## config.mk

```make
export PLATFORM = sky130hd
export DESIGN_NAME = scd_target_flat
export DESIGN_NICKNAME = d
export VERILOG_FILES = /design/src/verilog/scd_pkg.sv /design/src/verilog/scd_if.sv /design/src/verilog/scd_target.sv /design/src/flat_wrapper.sv
export VERILOG_INCLUDE_DIRS = /design/src /design/src/verilog
export SDC_FILE = /design/constraint.sdc
export NUM_CORES = 1
export LEC_CHECK = 0
export ABC_AREA = 1
export BUFFER_PORTS_ARGS = -buffer_cell sky130_fd_sc_hd__buf_2
export CORE_ASPECT_RATIO = 1.75
export CORE_MARGIN = 1.5
export CORE_UTILIZATION = 50
export CTS_BUF_LIST = sky130_fd_sc_hd__clkbuf_16
export CTS_CLUSTER_DIAMETER = 40
export DETAILED_ROUTE_END_ITERATION = 8
export HOLD_SLACK_MARGIN = 0.03
export PLACE_DENSITY = 0.83
export SYNTH_ARGS = -nofsm -noshare
export SYNTH_HDL_FRONTEND = slang
export SYNTH_SLANG_ARGS = --single-unit
```

## constraint.sdc

```tcl
create_clock -name core_clk -period 3.99 [get_ports core_clk]
set_clock_uncertainty 0.2 [all_clocks]
set_input_delay 0.399 -clock core_clk [delete_from_list [all_inputs] [get_ports core_clk]]
set_output_delay 0.399 -clock core_clk [all_outputs]
set_load 0.05 [all_outputs]
```

## src/verilog/scd_defines.svh

```systemverilog
// constants for the command decoder: opcodes, field positions, status codes
// assumes cdb bytes arrive one per cycle over the scd_if carrier
`ifndef SCD_DEFINES_SVH
`define SCD_DEFINES_SVH
`define SCD_OP_CHG_DEF 8'h40
`define SCD_OP_FORMAT 8'h04
`define SCD_OP_INQUIRY 8'h12
`define SCD_OP_MSEL6 8'h15
`define SCD_OP_MSEL10 8'h55
`define SCD_OP_MSNS6 8'h1a
`define SCD_OP_MSNS10 8'h5a
`define SCD_OP_READ6 8'h08
`define SCD_OP_READ10 8'h28
`define SCD_OP_RDBUF 8'h3c
`define SCD_CTL_LINK 0
`define SCD_CTL_FLAG 1
`define SCD_CTL_WP 7
`define SCD_CTL_RSV_MASK 8'h3c
`define SCD_CTL_VU_MASK 8'hc0
`define SCD_LUN_MASK 8'he0
`define SCD_ST_GOOD 8'h00
`define SCD_ST_CHECK 8'h02
`define SCD_ST_INTERMEDIATE 8'h10
`define SCD_MSG_CMD_CPLT 8'h00
`define SCD_MSG_LINKED 8'h0a
`define SCD_MSG_LINKED_FLAG 8'h0b
`define SCD_KEY_NONE 4'h0
`define SCD_KEY_NOT_READY 4'h2
`define SCD_KEY_ILLEGAL 4'h5
`define SCD_KEY_PROTECT 4'h7
`define SCD_ASC_NONE 8'h00
`define SCD_ASC_BAD_OPCODE 8'h20
`define SCD_ASC_BAD_FIELD 8'h24
`define SCD_ASC_BAD_LUN 8'h25
`define SCD_ASC_NOT_READY 8'h04
`define SCD_ASC_PROTECT 8'h27
`define SCD_DEF_BLOCK_LEN 16'h0200
`define SCD_INQ_STD_LEN 8'h24
`define SCD_DEF_CCS 8'h00
`define SCD_DEF_SCSI2 8'h03
`endif

```

## src/verilog/scd_pkg.sv

```systemverilog
// types shared by both ends of the command decoder
// assumes scd_defines.svh for all numeric constants
package scd_pkg;
  typedef enum logic [3:0] {
    SCD_IDLE = 4'b0001,
    SCD_RECV = 4'b0010,
    SCD_EVAL = 4'b0100,
    SCD_DONE = 4'b1000
  } scd_state_e;
  typedef enum logic [2:0] {
    SCD_H_IDLE = 3'b001,
    SCD_H_SEND = 3'b010,
    SCD_H_WAIT = 3'b100
  } scd_hstate_e;
  typedef logic [7:0] scd_byte_t;
endpackage : scd_pkg

```

## src/verilog/scd_if.sv

```systemverilog
// carrier between initiator end and target decoder end
// assumes one shared clock; bytes move on cmd_valid, results on done
`timescale 1ns/1ns
interface scd_if;
  logic [7:0] cmd_byte;
  logic cmd_valid;
  logic cmd_last;
  logic busy;
  logic done;
  logic [7:0] status;
  logic [7:0] message;
  logic [3:0] sense_key;
  logic [7:0] sense_asc;
  logic wp_state;
  modport target (input cmd_byte, input cmd_valid, input cmd_last, output busy,
    output done, output status, output message, output sense_key, output sense_asc,
    output wp_state);
  modport initiator (output cmd_byte, output cmd_valid, output cmd_last, input busy,
    input done, input status, input message, input sense_key, input sense_asc,
    input wp_state);
endinterface : scd_if

```

## src/verilog/scd_target.sv

```systemverilog
// target end: collects a cdb, validates it and reports status and message
// assumes bytes arrive one per cycle while busy is low, last byte marked
// How it works
// - only unit zero, inquiry any unit
// - caller zeroes every reserved field in cdb_in
// - control byte reserved and vendor bits checked for zero, except bit 7 on mode select
// - last byte is control: link, flag, vendor
// - linked success gives intermediate status, message
// - link without flag: linked complete message
// - link with flag: linked flagged message
// - initiator keeps flag zero without link
// - mode select control bit 7 sets protect
// - change definition 40 gated, two definitions
// - format 04 gated by protect, like change definition
// - format takes no certification list
// - inquiry 12 needs no spin-up, 36 bytes
// - mode select 15/55, medium, density, length
// - mode pages 01-04, 08, 09, 0a only
// - mode select recovery bits and retry count
// - mode sense page control four meanings
// - block length 512 until mode select
// - read 08/28 needs spin-up, protect ok
// - read buffer 3c needs spin-up, protect ok
`timescale 1ns/1ns
`include "scd_defines.svh"
module scd_target
  import scd_pkg::*;
#(
  parameter int MAX_CDB = 10
)
(
  input wire logic core_clk,
  input wire logic rstn,
  scd_if.target bus,
  input wire logic spun_up,
  input wire logic [7:0] page_code,
  input wire logic [7:0] mode_medium,
  input wire logic [7:0] mode_density,
  input wire logic [15:0] mode_block_len,
  input wire logic [15:0] blocking_factor,
  input wire logic [7:0] mode_recovery,
  input wire logic [7:0] recovery_limit,
  output logic exec_valid,
  output logic [7:0] exec_opcode,
  output logic [15:0] block_len,
  output logic [3:0] recovery_bits,
  output logic [7:0] retry_count,
  output logic [1:0] page_ctl,
  output logic inq_vital_pages,
  output logic [7:0] inq_len
);
  scd_state_e state_q, state_d;
  scd_byte_t cdb_q [MAX_CDB];
  scd_byte_t cdb_d [MAX_CDB];
  logic [3:0] cnt_q, cnt_d;
  logic wp_q, wp_d;
  logic [15:0] blen_q, blen_d;
  logic [3:0] rbits_q, rbits_d;
  logic [7:0] retry_q, retry_d;
  logic [1:0] pctl_q, pctl_d;
  logic vpd_q, vpd_d;
  logic [7:0] inql_q, inql_d;
  logic ev_q, ev_d;
  logic [7:0] eop_q, eop_d;
  logic busy_q, busy_d, done_q, done_d;
  logic [7:0] st_q, st_d, msg_q, msg_d, asc_q, asc_d;
  logic [3:0] key_q, key_d;
  logic [7:0] op, ctl, lunb;
  logic known, need_spin, no_wp, is_msel, is_msns, bad_rsv, page_ok, bl_ok, par_ok;
  always_comb
  begin
    op = cdb_q[0];
    lunb = cdb_q[1];
    ctl = cdb_q[cnt_q - 4'h1];
    is_msel = (op == `SCD_OP_MSEL6) || (op == `SCD_OP_MSEL10);
    is_msns = (op == `SCD_OP_MSNS6) || (op == `SCD_OP_MSNS10);
    known = 1'b1;
    need_spin = 1'b1;
    no_wp = 1'b0;
    unique case (op)
      `SCD_OP_CHG_DEF: no_wp = 1'b1;
      `SCD_OP_FORMAT: no_wp = 1'b1;
      `SCD_OP_INQUIRY: need_spin = 1'b0;
      `SCD_OP_MSEL6, `SCD_OP_MSEL10, `SCD_OP_MSNS6, `SCD_OP_MSNS10: need_spin = 1'b1;
      `SCD_OP_READ6, `SCD_OP_READ10: need_spin = 1'b1;
      `SCD_OP_RDBUF: need_spin = 1'b1;
      default: known = 1'b0;
    endcase
    bad_rsv = ((ctl & (`SCD_CTL_RSV_MASK | (is_msel ? 8'h40 : `SCD_CTL_VU_MASK))) != 8'h00)
      || (!ctl[`SCD_CTL_LINK] && ctl[`SCD_CTL_FLAG]);
    page_ok = 1'b1;
    if (is_msel || is_msns)
      unique case (page_code[5:0])
        6'h01, 6'h02, 6'h03, 6'h04, 6'h08, 6'h09, 6'h0a: page_ok = 1'b1;
        default: page_ok = 1'b0;
      endcase
    bl_ok = (mode_block_len == blocking_factor) || (mode_block_len == blocking_factor << 1)
      || (mode_block_len == blocking_factor << 2) || (mode_block_len == blocking_factor << 3)
      || (mode_block_len == blocking_factor << 4);
    par_ok = page_ok;
    if (is_msel)
      par_ok = page_ok && (mode_medium == 8'h00) && (mode_density == 8'h00) && bl_ok;
    if (op == `SCD_OP_CHG_DEF)
      par_ok = ({1'b0, cdb_q[3][6:0]} == `SCD_DEF_CCS)
        || ({1'b0, cdb_q[3][6:0]} == `SCD_DEF_SCSI2);
    if (op == `SCD_OP_FORMAT)
      par_ok = !(cdb_q[1][4] && cdb_q[1][3]);
  end
  always_comb
  begin
    state_d = state_q;
    cdb_d = cdb_q;
    cnt_d = cnt_q;
    wp_d = wp_q;
    blen_d = blen_q;
    rbits_d = rbits_q;
    retry_d = retry_q;
    pctl_d = pctl_q;
    vpd_d = vpd_q;
    inql_d = inql_q;
    ev_d = 1'b0;
    eop_d = eop_q;
    busy_d = busy_q;
    done_d = 1'b0;
    st_d = st_q;
    msg_d = msg_q;
    key_d = key_q;
    asc_d = asc_q;
    unique case (state_q)
      SCD_IDLE:
      begin
        busy_d = 1'b0;
        cnt_d = 4'h0;
        if (bus.cmd_valid)
        begin
          cdb_d[0] = bus.cmd_byte;
          cnt_d = 4'h1;
          state_d = bus.cmd_last ? SCD_EVAL : SCD_RECV;
          busy_d = bus.cmd_last;
        end
      end
      SCD_RECV:
      begin
        if (bus.cmd_valid && cnt_q < 4'(MAX_CDB))
        begin
          cdb_d[cnt_q] = bus.cmd_byte;
          cnt_d = cnt_q + 4'h1;
          if (bus.cmd_last)
          begin
            state_d = SCD_EVAL;
            busy_d = 1'b1;
          end
        end
      end
      SCD_EVAL:
      begin
        st_d = `SCD_ST_CHECK;
        msg_d = `SCD_MSG_CMD_CPLT;
        key_d = `SCD_KEY_ILLEGAL;
        asc_d = `SCD_ASC_NONE;
        if (!known)
          asc_d = `SCD_ASC_BAD_OPCODE;
        else if ((lunb & `SCD_LUN_MASK) != 8'h00 && op != `SCD_OP_INQUIRY)
          asc_d = `SCD_ASC_BAD_LUN;
        else if (bad_rsv || !par_ok)
          asc_d = `SCD_ASC_BAD_FIELD;
        else if (need_spin && !spun_up)
        begin
          key_d = `SCD_KEY_NOT_READY;
          asc_d = `SCD_ASC_NOT_READY;
        end
        else if (no_wp && wp_q)
        begin
          key_d = `SCD_KEY_PROTECT;
          asc_d = `SCD_ASC_PROTECT;
        end
        else
        begin
          key_d = `SCD_KEY_NONE;
          ev_d = 1'b1;
          eop_d = op;
          st_d = ctl[`SCD_CTL_LINK] ? `SCD_ST_INTERMEDIATE : `SCD_ST_GOOD;
          if (ctl[`SCD_CTL_LINK])
            msg_d = ctl[`SCD_CTL_FLAG] ? `SCD_MSG_LINKED_FLAG : `SCD_MSG_LINKED;
          if (is_msel)
          begin
            wp_d = ctl[`SCD_CTL_WP];
            blen_d = mode_block_len;
            rbits_d = mode_recovery[3:0];
            retry_d = (recovery_limit != 8'h00) ? recovery_limit : {4'h0, mode_recovery[7:4]};
          end
          if (is_msns)
            pctl_d = cdb_q[2][7:6];
          if (op == `SCD_OP_INQUIRY)
          begin
            vpd_d = cdb_q[1][0];
            inql_d = `SCD_INQ_STD_LEN;
          end
        end
        done_d = 1'b1;
        state_d = SCD_DONE;
      end
      SCD_DONE:
      begin
        busy_d = 1'b0;
        state_d = SCD_IDLE;
      end
      default: state_d = SCD_IDLE;
    endcase
  end
  always_ff @(posedge core_clk)
  begin
    if (!rstn)
    begin
      state_q <= SCD_IDLE;
      cdb_q <= '{default: 8'h00};
      cnt_q <= 4'h0;
      wp_q <= 1'b0;
      blen_q <= `SCD_DEF_BLOCK_LEN;
      rbits_q <= 4'h0;
      retry_q <= 8'h00;
      pctl_q <= 2'b00;
      vpd_q <= 1'b0;
      inql_q <= 8'h00;
      ev_q <= 1'b0;
      eop_q <= 8'h00;
      busy_q <= 1'b0;
      done_q <= 1'b0;
      st_q <= `SCD_ST_GOOD;
      msg_q <= `SCD_MSG_CMD_CPLT;
      key_q <= `SCD_KEY_NONE;
      asc_q <= `SCD_ASC_NONE;
    end
    else
    begin
      state_q <= state_d;
      cdb_q <= cdb_d;
      cnt_q <= cnt_d;
      wp_q <= wp_d;
      blen_q <= blen_d;
      rbits_q <= rbits_d;
      retry_q <= retry_d;
      pctl_q <= pctl_d;
      vpd_q <= vpd_d;
      inql_q <= inql_d;
      ev_q <= ev_d;
      eop_q <= eop_d;
      busy_q <= busy_d;
      done_q <= done_d;
      st_q <= st_d;
      msg_q <= msg_d;
      key_q <= key_d;
      asc_q <= asc_d;
    end
  end
  assign bus.busy = busy_q;
  assign bus.done = done_q;
  assign bus.status = st_q;
  assign bus.message = msg_q;
  assign bus.sense_key = key_q;
  assign bus.sense_asc = asc_q;
  assign bus.wp_state = wp_q;
  assign exec_valid = ev_q;
  assign exec_opcode = eop_q;
  assign block_len = blen_q;
  assign recovery_bits = rbits_q;
  assign retry_count = retry_q;
  assign page_ctl = pctl_q;
  assign inq_vital_pages = vpd_q;
  assign inq_len = inql_q;
endmodule : scd_target

```

## src/flat_wrapper.sv

```systemverilog
// flat-port wrapper written by rule: the top's interface ports become plain ports
module scd_target_flat import scd_pkg::*;
#(
  parameter int MAX_CDB = 10
)
  (core_clk, rstn, spun_up, page_code, mode_medium, mode_density, mode_block_len, blocking_factor, mode_recovery, recovery_limit, exec_valid, exec_opcode, block_len, recovery_bits, retry_count, page_ctl, inq_vital_pages, inq_len, bus_cmd_byte, bus_cmd_valid, bus_cmd_last, bus_busy, bus_done, bus_status, bus_message, bus_sense_key, bus_sense_asc, bus_wp_state);
  scd_if bus_i ();
  input wire logic core_clk;
  input wire logic rstn;
  input wire logic spun_up;
  input wire logic [7:0] page_code;
  input wire logic [7:0] mode_medium;
  input wire logic [7:0] mode_density;
  input wire logic [15:0] mode_block_len;
  input wire logic [15:0] blocking_factor;
  input wire logic [7:0] mode_recovery;
  input wire logic [7:0] recovery_limit;
  output logic exec_valid;
  output logic [7:0] exec_opcode;
  output logic [15:0] block_len;
  output logic [3:0] recovery_bits;
  output logic [7:0] retry_count;
  output logic [1:0] page_ctl;
  output logic inq_vital_pages;
  output logic [7:0] inq_len;
  input wire logic [$bits(bus_i.cmd_byte)-1:0] bus_cmd_byte;
  input wire logic [$bits(bus_i.cmd_valid)-1:0] bus_cmd_valid;
  input wire logic [$bits(bus_i.cmd_last)-1:0] bus_cmd_last;
  output wire logic [$bits(bus_i.busy)-1:0] bus_busy;
  output wire logic [$bits(bus_i.done)-1:0] bus_done;
  output wire logic [$bits(bus_i.status)-1:0] bus_status;
  output wire logic [$bits(bus_i.message)-1:0] bus_message;
  output wire logic [$bits(bus_i.sense_key)-1:0] bus_sense_key;
  output wire logic [$bits(bus_i.sense_asc)-1:0] bus_sense_asc;
  output wire logic [$bits(bus_i.wp_state)-1:0] bus_wp_state;
  assign bus_i.cmd_byte = bus_cmd_byte;
  assign bus_i.cmd_valid = bus_cmd_valid;
  assign bus_i.cmd_last = bus_cmd_last;
  assign bus_busy = bus_i.busy;
  assign bus_done = bus_i.done;
  assign bus_status = bus_i.status;
  assign bus_message = bus_i.message;
  assign bus_sense_key = bus_i.sense_key;
  assign bus_sense_asc = bus_i.sense_asc;
  assign bus_wp_state = bus_i.wp_state;
  scd_target #(.MAX_CDB(MAX_CDB)) u_core (.core_clk(core_clk), .rstn(rstn), .bus(bus_i), .spun_up(spun_up), .page_code(page_code), .mode_medium(mode_medium), .mode_density(mode_density), .mode_block_len(mode_block_len), .blocking_factor(blocking_factor), .mode_recovery(mode_recovery), .recovery_limit(recovery_limit), .exec_valid(exec_valid), .exec_opcode(exec_opcode), .block_len(block_len), .recovery_bits(recovery_bits), .retry_count(retry_count), .page_ctl(page_ctl), .inq_vital_pages(inq_vital_pages), .inq_len(inq_len));
endmodule
```

==> flow_metrics.tcl <==
set metrics [dict create \
    holdPathStages 3 \
    multi_input_area_um2 4120 \
    dr.first_iter.drc_count 562 \
    dr.pass1.iters 6 \
    vias_per_cell 5.30 \
    grt_usage 0.271 \
    path_max_fanout 48 \
    cp-end-kind "register" \
    fin_crit_ps 3280 \
    setup_viol 0 \
    worstSetupPathType "register to register" \
    clock_sinks 140 \
    rows 60 \
    synth_cells 1264 \
    hold_viol 0 \
    h-tree-depth 4 \
    synth-edff-count 0 \
    tightest_slew_ps 997 \
    maxSlewHeadroom 0.335 \
    post_cts_buffers 0 \
    critPathMaxStageDelay_ps 450 \
    power.leakage_nw 4.55 \
    reg2reg_depth 18 \
    clk_pin_slew_ps 60 \
    wl_per_cell_um 14.4 \
    dp_hpwl_um 16400 \
    areaGrowthSynthToFinish_pct 16.1 \
    drcViolationCount 0 \
    syn-cell-area_um2 7790 \
    timing.critical_path.mode_cell "nand2_1" \
    grt_max_degree 114 \
    synth_seq_cells 140 \
    root_buffer "clkbuf_16" \
    dieArea_um2 16400 \
    cts_tree "yes" \
    synthArstFlopShare 0 \
    overflow 0 \
    cp_cell_sequence "inv_1 -> ha_1 -> inv_2 -> nor2_1 -> o21ai_1 -> nand3_1 -> nand3_1 -> nand2_1 -> nand2_1 -> nand2_1 -> nor2_1 -> nand4_2 -> nor2_4 -> nand3_2 -> buf_4 -> inv_2 -> nand2_1 -> nand3_1" \
    gp_congestion 0.992 \
    antenna_cells 0 \
    cts_buffers 17 \
    synth.distinct_cells 39 \
    cpMaxStageDelayCell "dfxtp_1" \
    synth_warnings 0 \
    ys.flop_type "dfxtp_1" \
    fmax_mhz 305 \
    cp.required_ps 4140 \
    place_area_um2 8400 \
    syn_area_per_cell_um2 6.16 \
    tns_ps 0 \
    drt_wl_total_um 22700 \
    n_fill_cell 1505 \
    initial_core_util 0.509 \
    fin_crit_sh 0.821 \
    die_w_um 97.4 \
    arrival_ps 3420 \
    p_per_area_nw_per_um2 434 \
    core-area_um2 15300 \
    drive_above_1_share 0.155 \
    nets 1465 \
    maxCapViolCount 0 \
    antenna_found_initial 0 \
    hold_class "input pin to register" \
    synth.yosys.seq_area_share 0.360 \
    grt_pass1_vias 7678 \
    critPathLaunchType "register" \
    rsz0062_at_grt "no" \
    slew_violations 0 \
    status "completed" \
    antenna_left 0 \
    ir_worst_vdd_v 0.000377 \
    seq_area_um2 2800 \
    port_buffers 139 \
    worst_skew_pair.late_latency_ps 420 \
    io_pins 164 \
    grt_pass1_wl_um 35700 \
    dieHeight_um 168 \
    clk_path_buf_depth 2 \
    num_vias 8346 \
    final_cell_area_um2 9050 \
]
## state kept, by name, indices dropped and copies added, names as in the netlist, 2 cells and up
register and flops:
u_core.lunb 8, u_core.recovery_bits 4, u_core.retry_count 8, u_core.block_len 16, u_core.bus.sense_key 2, u_core.page_ctl 2
u_core.exec_opcode 8, u_core.op 8, u_core.bus.message 2, u_core.cdb_q 64, u_core.cnt_q 4, u_core.state_q 4
u_core.bus.sense_asc 3
## Yosys cell counts (10+ instances only)
library cell,n,share of area
inv_2,17,0.0082
o21ai_1,10,0.0064
nand3_1,52,0.033
a21oi_1,44,0.028
inv_1,109,0.053
clkbuf_1,27,0.013
buf_4,28,0.027
nor2_1,301,0.14
o21ai_0,88,0.057
dfxtp_1,140,0.36
nand2_1,320,0.15
xor2_1,13,0.015
nand4_1,24,0.019
buf_2,19,0.012
nor3_1,10,0.0064
## path summary, 6_finish.rpt
check / slack (ps) / to / from
min: 30 / u_core.retry_count[7]$_SDFFE_PN0P_ / recovery_limit[7]
min reg2reg: 250 / u_core.cdb_q[10]$_SDFFE_PN0P_ / u_core.cdb_q[10]$_SDFFE_PN0P_
max: 710 / u_core.block_len[9]$_SDFFE_PN1P_ / u_core.cnt_q[1]$_SDFFE_PN0P_
max reg2reg: 710 / u_core.block_len[9]$_SDFFE_PN1P_ / u_core.cnt_q[1]$_SDFFE_PN0P_
## stage by stage
step           hold WS (ps)  power (mW)   util  worst slack [ps]  cells
2_1_floorplan           224        2.17      -              1140   1285
3_3_place_gp            235        2.38  0.549               829   1536
3_5_place_dp            243        2.39  0.549               801   1536
4_1_cts                31.0        3.92  0.591               765   1575
5_1_grt                46.0        4.09  0.591               441   1575
6_report               28.7        3.93  0.591               714   1575
## repair_timing
item	CTS	global route
hold buffers	7	0
endpoints found under the setup margin	0	0
hold endpoints to repair	7	0
gates resized for setup	0	0
## kinds of logic (layout without fill, tap and decap cells)
group                    Yosys count  count (layout)  share of synthesized area
flip-flops                       140             140                      0.360
XOR/XNOR                          14              14                     0.0157
AO/OA/AOI/OAI                    159             159                      0.108
buffers and inverters            211             315                      0.122
AND/OR/NAND/NOR                  735             735                      0.388
other                              1              22                   0.000481
adder cells (fa/ha/maj)            4               4                    0.00642
## area by class of cell
type                       instances  area share
clock buffer                      17      0.0470
clock inverter                    15      0.0163
inverter                         127      0.0527
multi-input combinational        934       0.456
sequential                       140       0.310
tap                              186      0.0257
timing repair buffer             156      0.0929
## routing by layer
layer | global-route usage | vias up | share of wire
met3 | 0.0419 | 89 | 0.057
met1 | 0.271 | 3762 | 0.36
li1 | - | 4139 | -
met4 | 0.163 | 0 | 0.053
met5 | 0 | - | 0
met2 | 0.515 | 356 | 0.53
## power by group
part	switching, mW	total (mW)	internal (mW)	leakage (nW)
Sequential	0.0275	1.46	1.43	1.13
Clock	0.622	1.54	0.917	0.275
Combinational	0.665	0.931	0.266	3.15
## cells in the final DEF, fill, tap and decap left out, types with 4 or more instances in the layout
cell type and count:
o21ai_1 10, o21ai_0 88, nor2_1 301, xor2_1 13
a211oi_1 9, inv_1 110, nor2_2 4, nor4_1 7
clkbuf_16 17, dfxtp_1 140, nand3_1 52, nand4_1 24
conb_1 22, clkinvlp_4 4, dlygate4sd3_1 7, buf_2 139
ha_1 4, nor3_1 10, inv_2 17, nand2_1 320
a21oi_1 44, nor3_2 7, buf_4 10
## worst max-delay path: cells and delay by family (launching register included)
family                   cells  cell delay (ps)
AND/OR/NAND/NOR             12             1280
AO/OA/AOI/OAI                1              130
adder cells (fa/ha/maj)      1              310
flip-flops                   1              450
buffers and inverters        4              830
Power figures use the tool's default switching activity.
